$ cat src/hdl/arec_pkg.sv
package arec_pkg;
    // register byte addresses on the axi4-lite bus
    localparam logic [3:0] ADDR_DAC_CFG = 4'h0;
    localparam logic [3:0] ADDR_EDGE_CFG = 4'h4;
    localparam logic [3:0] ADDR_EDGE_STAT = 4'h8;
    localparam int ADDR_W = 4;

    // dac_startup_config layout
    localparam int DAC_LVL_HI = 7;
    localparam int DAC_LVL_LO = 6;
    localparam int DAC_SRC_BIT = 5;
    localparam int DAC_CODE_HI = 4;
    localparam int DAC_CODE_LO = 0;
    localparam logic [7:0] DAC_CFG_RST = 8'h88;
    localparam logic [7:0] DAC_CFG_MASK = 8'hFF;

    // edge_detect_adc_ref_config layout
    localparam int FALL_EN_BIT = 6;
    localparam int RISE_EN_BIT = 5;
    localparam int ADC_LVL_HI = 4;
    localparam int ADC_LVL_LO = 3;
    localparam int ADC_SRC_BIT = 2;
    localparam logic [7:0] EDGE_CFG_RST = 8'h6C;
    localparam logic [7:0] EDGE_CFG_MASK = 8'h7C;

    // reference level codes
    typedef enum logic [1:0] {
        AREC_REF_OFF = 2'b00,
        AREC_REF_1V024 = 2'b01,
        AREC_REF_2V048 = 2'b10,
        AREC_REF_4V096 = 2'b11
    } arec_ref_lvl_t;

    // axi responses
    localparam logic [1:0] RESP_OKAY = 2'b00;
    localparam logic [1:0] RESP_SLVERR = 2'b10;
endpackage

$ cat src/hdl/arec_top.sv
// What this block does
// dac level field: 11 4.096V, 10 2.048V default, 01 1.024V, 00 off.
// dac source bit: set uses internal level, clear uses supply; clear default.
// five-bit initial dac code drives dac output, default eight.
// falling-edge enable set makes detector trigger on falls; set by default.
// rising-edge enable set makes detector trigger on rises; set by default.
// adc level field: 11 4.096V, 10 2.048V, 01 1.024V default, 00 off.
// adc source bit: set uses internal level (default), clear uses supply.
// both enables trigger either edge, none never; reserved bits stay zero.
module arec_top
    import arec_pkg::*;
(
    input wire logic clock,
    input wire logic rstn,
    input wire logic [ADDR_W-1:0] s_axi_awaddr,
    input wire logic s_axi_awvalid,
    output logic s_axi_awready,
    input wire logic [31:0] s_axi_wdata,
    input wire logic [3:0] s_axi_wstrb,
    input wire logic s_axi_wvalid,
    output logic s_axi_wready,
    output logic [1:0] s_axi_bresp,
    output logic s_axi_bvalid,
    input wire logic s_axi_bready,
    input wire logic [ADDR_W-1:0] s_axi_araddr,
    input wire logic s_axi_arvalid,
    output logic s_axi_arready,
    output logic [31:0] s_axi_rdata,
    output logic [1:0] s_axi_rresp,
    output logic s_axi_rvalid,
    input wire logic s_axi_rready,
    input wire logic int_pin,
    output logic [1:0] dac_ref_level_sel,
    output logic dac_ref_source_sel,
    output logic [4:0] dac_init_code,
    output logic [1:0] adc_ref_level_sel,
    output logic adc_ref_source_sel,
    output logic edge_trig
);
    ////////////////////////////////////////////////////////////////////////
    logic [7:0] dac_cfg_q;
    logic [7:0] edge_cfg_q;
    logic edge_flag_q;
    logic [ADDR_W-1:0] awaddr_q;
    logic [31:0] wdata_q;
    logic wstrb0_q;
    logic aw_held_q;
    logic w_held_q;
    logic trig;
    logic wr_fire;
    logic flag_clr;

    // one code per register slot; a single decode keeps write and read maps in step
    typedef enum logic [1:0] {
        AREC_SEL_NONE = 2'b00,
        AREC_SEL_DAC = 2'b01,
        AREC_SEL_EDGE = 2'b10,
        AREC_SEL_STAT = 2'b11
    } arec_sel_t;

    // address decode shared by the write answer, the write strobes and the read mux
    function automatic arec_sel_t reg_sel(input logic [ADDR_W-1:0] addr);
        arec_sel_t sel;
        if (addr == ADDR_DAC_CFG) begin
            sel = AREC_SEL_DAC;
        end else if (addr == ADDR_EDGE_CFG) begin
            sel = AREC_SEL_EDGE;
        end else if (addr == ADDR_EDGE_STAT) begin
            sel = AREC_SEL_STAT;
        end else begin
            sel = AREC_SEL_NONE;
        end
        return sel;
    endfunction

    arec_sel_t wr_sel;
    arec_sel_t rd_sel;

    // the write decode looks at the held address, the read decode at the live one
    assign wr_sel = reg_sel(awaddr_q);
    assign rd_sel = reg_sel(s_axi_araddr);

    // write side holds address and data separately, either may come first
    assign wr_fire = aw_held_q && w_held_q && !s_axi_bvalid;

    always_ff @(posedge clock or negedge rstn) begin
        if (!rstn) begin
            aw_held_q <= 1'b0;
            awaddr_q <= '0;
        end else if (s_axi_awvalid && s_axi_awready) begin
            aw_held_q <= 1'b1;
            awaddr_q <= s_axi_awaddr;
        end else if (wr_fire) begin
            aw_held_q <= 1'b0;
        end
    end

    always_ff @(posedge clock or negedge rstn) begin
        if (!rstn) begin
            w_held_q <= 1'b0;
            wdata_q <= '0;
            wstrb0_q <= 1'b0;
        end else if (s_axi_wvalid && s_axi_wready) begin
            w_held_q <= 1'b1;
            wdata_q <= s_axi_wdata;
            wstrb0_q <= s_axi_wstrb[0];
        end else if (wr_fire) begin
            w_held_q <= 1'b0;
        end
    end

    // ready only while the holding slot is empty; this throttles one write
    always_ff @(posedge clock or negedge rstn) begin
        if (!rstn) begin
            s_axi_awready <= 1'b0;
            s_axi_wready <= 1'b0;
        end else begin
            s_axi_awready <= !aw_held_q && !(s_axi_awvalid && s_axi_awready);
            s_axi_wready <= !w_held_q && !(s_axi_wvalid && s_axi_wready);
        end
    end

    // response: only an unmapped address answers slverr; a status write answers okay
    always_ff @(posedge clock or negedge rstn) begin
        if (!rstn) begin
            s_axi_bvalid <= 1'b0;
            s_axi_bresp <= RESP_OKAY;
        end else if (wr_fire) begin
            s_axi_bvalid <= 1'b1;
            if (wr_sel != AREC_SEL_NONE) begin
                s_axi_bresp <= RESP_OKAY;
            end else begin
                s_axi_bresp <= RESP_SLVERR;
            end
        end else if (s_axi_bready) begin
            s_axi_bvalid <= 1'b0;
        end
    end

    ////////////////////////////////////////////////////////////////////////
    // configuration registers; only byte lane 0 carries data
    always_ff @(posedge clock or negedge rstn) begin
        if (!rstn) begin
            dac_cfg_q <= DAC_CFG_RST;
        end else if (wr_fire && wstrb0_q && wr_sel == AREC_SEL_DAC) begin
            dac_cfg_q <= wdata_q[7:0] & DAC_CFG_MASK;
        end
    end

    always_ff @(posedge clock or negedge rstn) begin
        if (!rstn) begin
            edge_cfg_q <= EDGE_CFG_RST;
        end else if (wr_fire && wstrb0_q && wr_sel == AREC_SEL_EDGE) begin
            edge_cfg_q <= wdata_q[7:0] & EDGE_CFG_MASK;
        end
    end

    assign flag_clr = wr_fire && wstrb0_q && wr_sel == AREC_SEL_STAT && wdata_q[0];

    // sticky trigger flag, write one to clear; a new trigger wins over clear
    always_ff @(posedge clock or negedge rstn) begin
        if (!rstn) begin
            edge_flag_q <= 1'b0;
        end else if (trig) begin
            edge_flag_q <= 1'b1;
        end else if (flag_clr) begin
            edge_flag_q <= 1'b0;
        end
    end

    ////////////////////////////////////////////////////////////////////////
    arec_edge_det u_det (
        .clock(clock),
        .rstn(rstn),
        .pin(int_pin),
        .fall_en(edge_cfg_q[FALL_EN_BIT]),
        .rise_en(edge_cfg_q[RISE_EN_BIT]),
        .trig(trig)
    );

    // outputs straight from flops, one cycle after the config register
    always_ff @(posedge clock or negedge rstn) begin
        if (!rstn) begin
            dac_ref_level_sel <= DAC_CFG_RST[DAC_LVL_HI:DAC_LVL_LO];
            dac_ref_source_sel <= DAC_CFG_RST[DAC_SRC_BIT];
            dac_init_code <= DAC_CFG_RST[DAC_CODE_HI:DAC_CODE_LO];
            adc_ref_level_sel <= EDGE_CFG_RST[ADC_LVL_HI:ADC_LVL_LO];
            adc_ref_source_sel <= EDGE_CFG_RST[ADC_SRC_BIT];
            edge_trig <= 1'b0;
        end else begin
            dac_ref_level_sel <= dac_cfg_q[DAC_LVL_HI:DAC_LVL_LO];
            dac_ref_source_sel <= dac_cfg_q[DAC_SRC_BIT];
            dac_init_code <= dac_cfg_q[DAC_CODE_HI:DAC_CODE_LO];
            adc_ref_level_sel <= edge_cfg_q[ADC_LVL_HI:ADC_LVL_LO];
            adc_ref_source_sel <= edge_cfg_q[ADC_SRC_BIT];
            edge_trig <= trig;
        end
    end

    ////////////////////////////////////////////////////////////////////////
    // read channel, one read at a time
    always_ff @(posedge clock or negedge rstn) begin
        if (!rstn) begin
            s_axi_arready <= 1'b0;
            s_axi_rvalid <= 1'b0;
            s_axi_rdata <= '0;
            s_axi_rresp <= RESP_OKAY;
        end else if (s_axi_rvalid) begin
            s_axi_arready <= 1'b0;
            if (s_axi_rready) begin
                s_axi_rvalid <= 1'b0;
                s_axi_arready <= 1'b1;
            end
        end else if (s_axi_arvalid && s_axi_arready) begin
            s_axi_arready <= 1'b0;
            s_axi_rvalid <= 1'b1;
            s_axi_rresp <= RESP_OKAY;
            if (rd_sel == AREC_SEL_DAC) begin
                s_axi_rdata <= {24'h000000, dac_cfg_q};
            end else if (rd_sel == AREC_SEL_EDGE) begin
                s_axi_rdata <= {24'h000000, edge_cfg_q};
            end else if (rd_sel == AREC_SEL_STAT) begin
                s_axi_rdata <= {31'h00000000, edge_flag_q};
            end else begin
                s_axi_rdata <= '0;
                s_axi_rresp <= RESP_SLVERR;
            end
        end else begin
            s_axi_arready <= 1'b1;
        end
    end
endmodule

$ cat src/hdl/arec_edge_det.sv
// three-stage input synchroniser and qualified edge detector
module arec_edge_det
    import arec_pkg::*;
(
    input wire logic clock,
    input wire logic rstn,
    input wire logic pin,
    input wire logic fall_en,
    input wire logic rise_en,
    output logic trig
);
    logic s1_q;
    logic s2_q;
    logic s3_q;
    logic level_q;

    // first stage feeds only the second
    always_ff @(posedge clock or negedge rstn) begin
        if (!rstn) begin
            s1_q <= 1'b0;
            s2_q <= 1'b0;
            s3_q <= 1'b0;
        end else begin
            s1_q <= pin;
            s2_q <= s1_q;
            s3_q <= s2_q;
        end
    end

    // accepted level changes only when stages two and three agree
    always_ff @(posedge clock or negedge rstn) begin
        if (!rstn) begin
            level_q <= 1'b0;
        end else if (s2_q == s3_q) begin
            level_q <= s3_q;
        end
    end

    // enabled edges, both enables give either edge, none gives nothing
    always_comb begin
        trig = 1'b0;
        if (s2_q == s3_q && s3_q != level_q) begin
            trig = s3_q ? rise_en : fall_en;
        end
    end
endmodule

$ cat config.mk
export PLATFORM = sky130hd
export DESIGN_NAME = arec_top
export DESIGN_NICKNAME = d
export VERILOG_FILES = /design/src/hdl/arec_pkg.sv /design/src/hdl/arec_top.sv /design/src/hdl/arec_edge_det.sv
export SDC_FILE = /design/constraint.sdc
export NUM_CORES = 1
export LEC_CHECK = 0
export BUFFER_PORTS_ARGS = -buffer_cell sky130_fd_sc_hd__buf_2
export CAP_MARGIN = 10
export CORE_UTILIZATION = 50
export DETAILED_ROUTE_END_ITERATION = 12
export PLACE_DENSITY = 0.85
export RECOVER_POWER = 100
export SYNTH_ARGS = -nofsm -noshare
export SYNTH_HDL_FRONTEND = slang
export SYNTH_SLANG_ARGS = --single-unit
$ cat constraint.sdc
create_clock -name clock -period 4.6 [get_ports clock]
set_input_delay 0.69 -clock clock [delete_from_list [all_inputs] [get_ports clock]]
set_output_delay 0.69 -clock clock [all_outputs]
set_load 0.005 [all_outputs]
Word-level counts from Yosys, hierarchy flattened
Index checks and enable logic that the tools add are counted.

Input port bits: 52. Output and inout port bits: 53. Logic and storage cells: 93. Bits in registers: 86.

Reductions and logical operators: 26. Multiplexer cells: 28. Eq/ne operators: 12. Bitwise operators: 1.

Operator list (number): 2-to-1 mux 2 bit (10); 2-to-1 mux 1 bit (16); logical AND 1 bit (13); nonzero test 2 bit (5); equality test 2 bit (second input constant) (4); equality test 4 x 3 -> 1 bit (second input constant) (2); equality test 4 bit (second input constant) (2); logical NOT 4 bit (2); 2-to-1 mux 8 bit (1); 2-to-1 mux 7 bit (1); logical NOT 1 bit (5); equality test 2 x 1 -> 1 bit (second input constant) (2); AND reduction 2 bit (1); equality test 1 bit (1); != test 1 bit (1); NOT 1 bit (1).

Longest topological paths before layout
Depth in word-level cells: 9. Mapped depth: 4. Gate-level depth less buffers: 3.

By module
A second synthesis with hierarchy kept.

Cell total of the unflattened synthesis: 173. Area, all modules: 2434.8 µm².

By module, submodules not included: arec_top (area an instance 2298.5 µm², cells each 165, instances 1); arec_edge_det (area an instance 136.4 µm², cells each 8, instances 1).

Worst setup path before layout
OpenSTA, ideal clock, no wires.

Path kind: flip-flop to flip-flop. Start point: register awaddr_q[1]. End point: register dac_cfg_q[0]. Cell stages (with the launch flop): 5. Setup time: 0.125 ns. Arrival: 1.654 ns. Data required time: 4.475 ns. Slack: 2.821 ns. Path buffers: 1. Cells stage by stage: dfrtp_1 or4b_1 or3_1 buf_6 mux2_4.

Word-level cells in the longest chain between the ends: 6. Elaborated cells on any way between the ends: 8. Those cells by class: eq/ne (3); mux (3); reduce/logical (2).

Ends and longest elaborated chain: start, declared (RTL line arec_top.sv:44) `logic [ADDR_W-1:0] awaddr_q;`; start signal, assigned (RTL line arec_top.sv:92) `awaddr_q <= s_axi_awaddr;`; equality test 4 bit (RTL line arec_top.sv:68) `end else if (addr == ADDR_EDGE_STAT) begin`; 2-to-1 mux 2 bit (RTL line arec_top.sv:68); 2-to-1 mux 2 bit (RTL line arec_top.sv:66) `end else if (addr == ADDR_EDGE_CFG) begin`; 2-to-1 mux 2 bit (*) (RTL line arec_top.sv:64) `if (addr == ADDR_DAC_CFG) begin`; equality test 2 x 1 -> 1 bit (*) (RTL line arec_top.sv:145) `end else if (wr_fire && wstrb0_q && wr_sel == AREC_SEL_DAC) begin`; logical AND 1 bit (*) (RTL line arec_top.sv:145); end signal, assigned (RTL line arec_top.sv:146) `dac_cfg_q <= wdata_q[7:0] & DAC_CFG_MASK;`; end, declared (RTL line arec_top.sv:41) `logic [7:0] dac_cfg_q;`.

Every way passes the cells marked *; elsewhere a longest branch is shown, timed or not. A chain may end at the register's enable or synchronous reset.

Worst setup path in the final report
Start point: register awaddr_q[1]. End point: register dac_cfg_q[6].

Same word-level chain as after synthesis.

==> flow_summary.rst <==
.. list-table::
   :header-rows: 1

   * - Metric
     - Value
   * - CTS tree
     - yes
   * - TNS Setup
     - 0 ns
   * - Internal portion of total power
     - 1090 uW
   * - Register Area
     - 1510 um^2
   * - Clock transition at the register clock pins on the worst setup and hold paths after CTS
     - 0.06 ns
   * - Simple-Gate Fraction of Synth Area
     - 6.64%
   * - Async SR Flop Fraction
     - 100%
   * - Category of the worst setup path capture point
     - flop
   * - Number of synthesized register bits
     - 60
   * - Floorplan row count
     - 24
   * - Power per Cell Area
     - 557 nW/um^2
   * - Via count of the first global-routing pass
     - 1260
   * - Ratio of cells with drive above 1 in the final layout
     - 33.3%
   * - Worst-margin pin slew
     - 0.728 ns
   * - Worst min-delay path category
     - reg -> reg
   * - Sort of element at the start of the critical path
     - flop
   * - Largest voltage drop on the vdd net
     - 0.307 mV
   * - Data required time of the critical path
     - 4.80 ns
   * - Combined area of the multi-input logic cells
     - 724 um^2
   * - Number of clock buffers inserted by TritonCTS
     - 9
   * - Detailed placement HPWL
     - 2.70 mm
   * - Skew-Pair Late Insertion Delay
     - 0.33 ns
   * - Mux contribution to synthesized area
     - 15.9%
   * - Max Clk Rate
     - 507 MHz
   * - CTS Root Buffer Type
     - sky130_fd_sc_hd__clkbuf_8
   * - Buffers inserted during post-CTS setup optimization
     - 0
   * - DR pass1 iterations
     - 4
   * - Max-slew violations
     - 0
   * - CTS Hold Bufs
     - 0
   * - Total number of clock tree sinks
     - 60
   * - Core Region
     - 4500 um^2
   * - Vias post-DR
     - 1407
   * - Reg2Reg Depth
     - 3
   * - Antenna Violating Nets Remaining
     - 0
   * - Final WL
     - 3.82 mm
   * - Placer congestion estimate
     - 0.654
   * - Arrival time reported for the critical path endpoint
     - 2.18 ns
   * - Cells taking the most area after synthesis
     - sky130_fd_sc_hd__dfrtp_1 52%, sky130_fd_sc_hd__dfstp_2 11%, sky130_fd_sc_hd__mux2_2 8.4%, sky130_fd_sc_hd__buf_4 8.1%, sky130_fd_sc_hd__mux2_4 5.0%
   * - Initial Util
     - 53.5%
   * - GRT Resource Usage Total
     - 16.5%
   * - Top cells by count, synth
     - 50 x sky130_fd_sc_hd__dfrtp_1, 26 x sky130_fd_sc_hd__buf_4, 19 x sky130_fd_sc_hd__nand2_1
   * - Logic gate share of total power
     - 20.0%
   * - Vertical extent of the die
     - 71.4 um
   * - Count of routing violations after the opening detailed-route iteration
     - 60
   * - Part of the total power dissipated in sequential elements
     - 55.2%
   * - Overall power of the completed layout
     - 1520 uW
   * - Area growth, synth to finish
     - 13.1%
   * - Post-Synth XOR/XNOR Area
     - 0%
   * - Post-synth EDFFs
     - 0
   * - Leakage power summed over all cells
     - 0.00137 uW
   * - Min-Delay Path Depth
     - 0
   * - Filler Cell Count
     - 375
   * - Global-route wire length before repair
     - 6.07 mm
   * - Status
     - finished, final reports clean
   * - Worst relative slew slack
     - 51.4%
   * - Count of cells resized by post-cts repair
     - 0
   * - Net switching power
     - 434 uW
   * - Sequential fraction of the synthesis area
     - 62.8%
   * - Primary FF master, synth
     - sky130_fd_sc_hd__dfrtp_1
   * - # setup viols final
     - 0
   * - Number of synthesis warnings
     - 0
   * - Most area-hungry cell type in the Yosys netlist
     - sky130_fd_sc_hd__dfrtp_1
   * - Aggregate global routing overflow
     - 0
   * - Share of the synthesized area in compound gates (AO/OA/AOI/OAI)
     - 4.46%
   * - Mapped Cells
     - 177
   * - Netlist cell types
     - 27
   * - I/O pin count
     - 105
   * - Final clock period utilization by the worst path
     - 42.9%
   * - Number of inserted diodes
     - 0
   * - Largest family of logic cells by synthesized area
     - multiplexers
   * - Number of design rule violations left after detail routing
     - 0
   * - Final core utilization
     - 60.5%
   * - Final worst path period need
     - 1.97 ns
   * - H-tree depth
     - 3
   * - Clock network fraction of design power
     - 24.8%
   * - Number of nets in the finished design
     - 287
   * - Port Buf Inserts
     - 51
   * - Share of the synthesized area in the top cell type
     - 51.9%
   * - Crit path kind
     - reg -> reg
   * - Pin count of the biggest net entering global routing
     - 61
   * - Worst clock skew on the final layout
     - 0.00668 ns
   * - Top fanout value on the critical path
     - 8
   * - Area of the die
     - 5100 um^2
   * - Syn_area_per_cell
     - 13.6 um^2
   * - Vias per inst
     - 4.82
   * - Sw frac
     - 28.5%
   * - Initial antenna violation count
     - 0
   * - Average routed wire per standard cell
     - 13.1 um
   * - RSZ-0062 raised after global routing
     - no
   * - Post-synthesis share of cell area spent on full adders, half adders and majority gates
     - 0.415%
   * - Die X
     - 71.4 um
   * - Netlist area before placement
     - 2410 um^2
   * - CTS Buffer Depth
     - 2
   * - Max capacitance violation total
     - 0
   * - Cell with the most instances after synthesis
     - sky130_fd_sc_hd__dfrtp_1
   * - Final Hold Violating Endpoints
     - 0
-- layer usage --
metal  track usage (%)  wire (um)  vias to the layer above
li1                  -          -                      672
met1              21.6       1820                      658
met2              22.6       1670                       66
met3              7.03        252                       11
met4              10.0         84                        0
met5                 0          0                        -
-- state kept, by name, indices dropped and copies added, names as in the netlist, 2 cells and up --
| signal | cells |
|---|---|
| dac_init_code | 5 |
| s_axi_rdata | 8 |
| dac_ref_level_sel | 2 |
| awaddr_q | 4 |
| wdata_q | 8 |
| edge_cfg_q | 5 |
| adc_ref_level_sel | 2 |
| dac_cfg_q | 8 |
-- cell families after synthesis --
logic type	Yosys count
DFF	60
other	1
muxes	32
and+or+nand+nor	30
AOI/OAI and AO/OA	19
adders and majority gates	1
buffers and inverters	34
-- per-stage QoR --
| step | cell area (um^2) | hold WS [ns] | worst slack (ns) | cells |
|---|---|---|---|---|
| floorplan | 2500 | 0.331 | 2.82 | 202 |
| global placement | 2620 | 0.342 | 2.63 | 276 |
| detailed placement | 2620 | 0.346 | 2.59 | 276 |
| CTS | 2770 | 0.365 | 2.57 | 292 |
| global route | 2730 | 0.372 | 2.57 | 292 |
| finish | 2730 | 0.357 | 2.63 | 292 |
-- critical path: stages, from the launching register on --
cell                      delay (ns)
sky130_fd_sc_hd__dfrtp_1        0.41
sky130_fd_sc_hd__or4b_1         0.54
sky130_fd_sc_hd__or3_1          0.51
sky130_fd_sc_hd__mux2_1         0.38
-- layout make-up --
type,count,area share (%)
Timing Repair Buffer,52,9.41
Multi-Input combinational cell,108,26.6
Clock inverter,1,0.184
Clock buffer,15,5.37
Inverter,4,0.551
Tap cell,52,2.39
Sequential cell,60,55.5
-- path summary, 6_finish.rpt --
path	slack, ns	end	start
max	2.63	dac_cfg_q[6]$_DFFE_PN0P_	awaddr_q[1]$_DFFE_PN0P_
min	0.36	u_det.s2_q$_DFF_PN0_	u_det.s1_q$_DFF_PN0_
max reg2reg	2.63	dac_cfg_q[6]$_DFFE_PN0P_	awaddr_q[1]$_DFFE_PN0P_
min reg2reg	0.36	u_det.s2_q$_DFF_PN0_	u_det.s1_q$_DFF_PN0_
max in group asynchronous	3.61	u_det.s2_q$_DFF_PN0_	rstn
min in group asynchronous	0.50	s_axi_bvalid$_DFFE_PN0P_	rstn
-- power groups by stage --
stage                     registers [uW]  clock network, uW  logic (uW)
after global placement               843                  0         314
final                                839                376         304
after detailed placement             857                  0         332
after CTS                            849                385         331
after floorplan                      829                  0         226
after global routing                 862                407         343
-- layout by cell type (no fill, tap or decap), drive strengths merged --
| cell | Yosys | routed |
|---|---|---|
| nand2b | 1 | 1 |
| nand3b | 2 | 2 |
| or3 | 2 | 2 |
| clkbuf | 3 | 20 |
| buf | 27 | 47 |
| maj3 | 1 | 1 |
| nand2 | 19 | 19 |
| clkinv | 0 | 1 |
| nand4b | 1 | 1 |
| or4b | 1 | 1 |
| dfstp | 10 | 10 |
| o21ai | 12 | 12 |
| inv | 4 | 4 |
| dfrtp | 50 | 50 |
| a21oi | 2 | 2 |
| mux2i | 6 | 6 |
| nand4bb | 1 | 1 |
| nor4 | 1 | 1 |
| conb | 1 | 26 |
| a211oi | 2 | 2 |
| mux2 | 26 | 26 |
| o21a | 1 | 1 |
| or4 | 2 | 2 |
| o31ai | 2 | 2 |
Power figures use the tool's default switching activity.
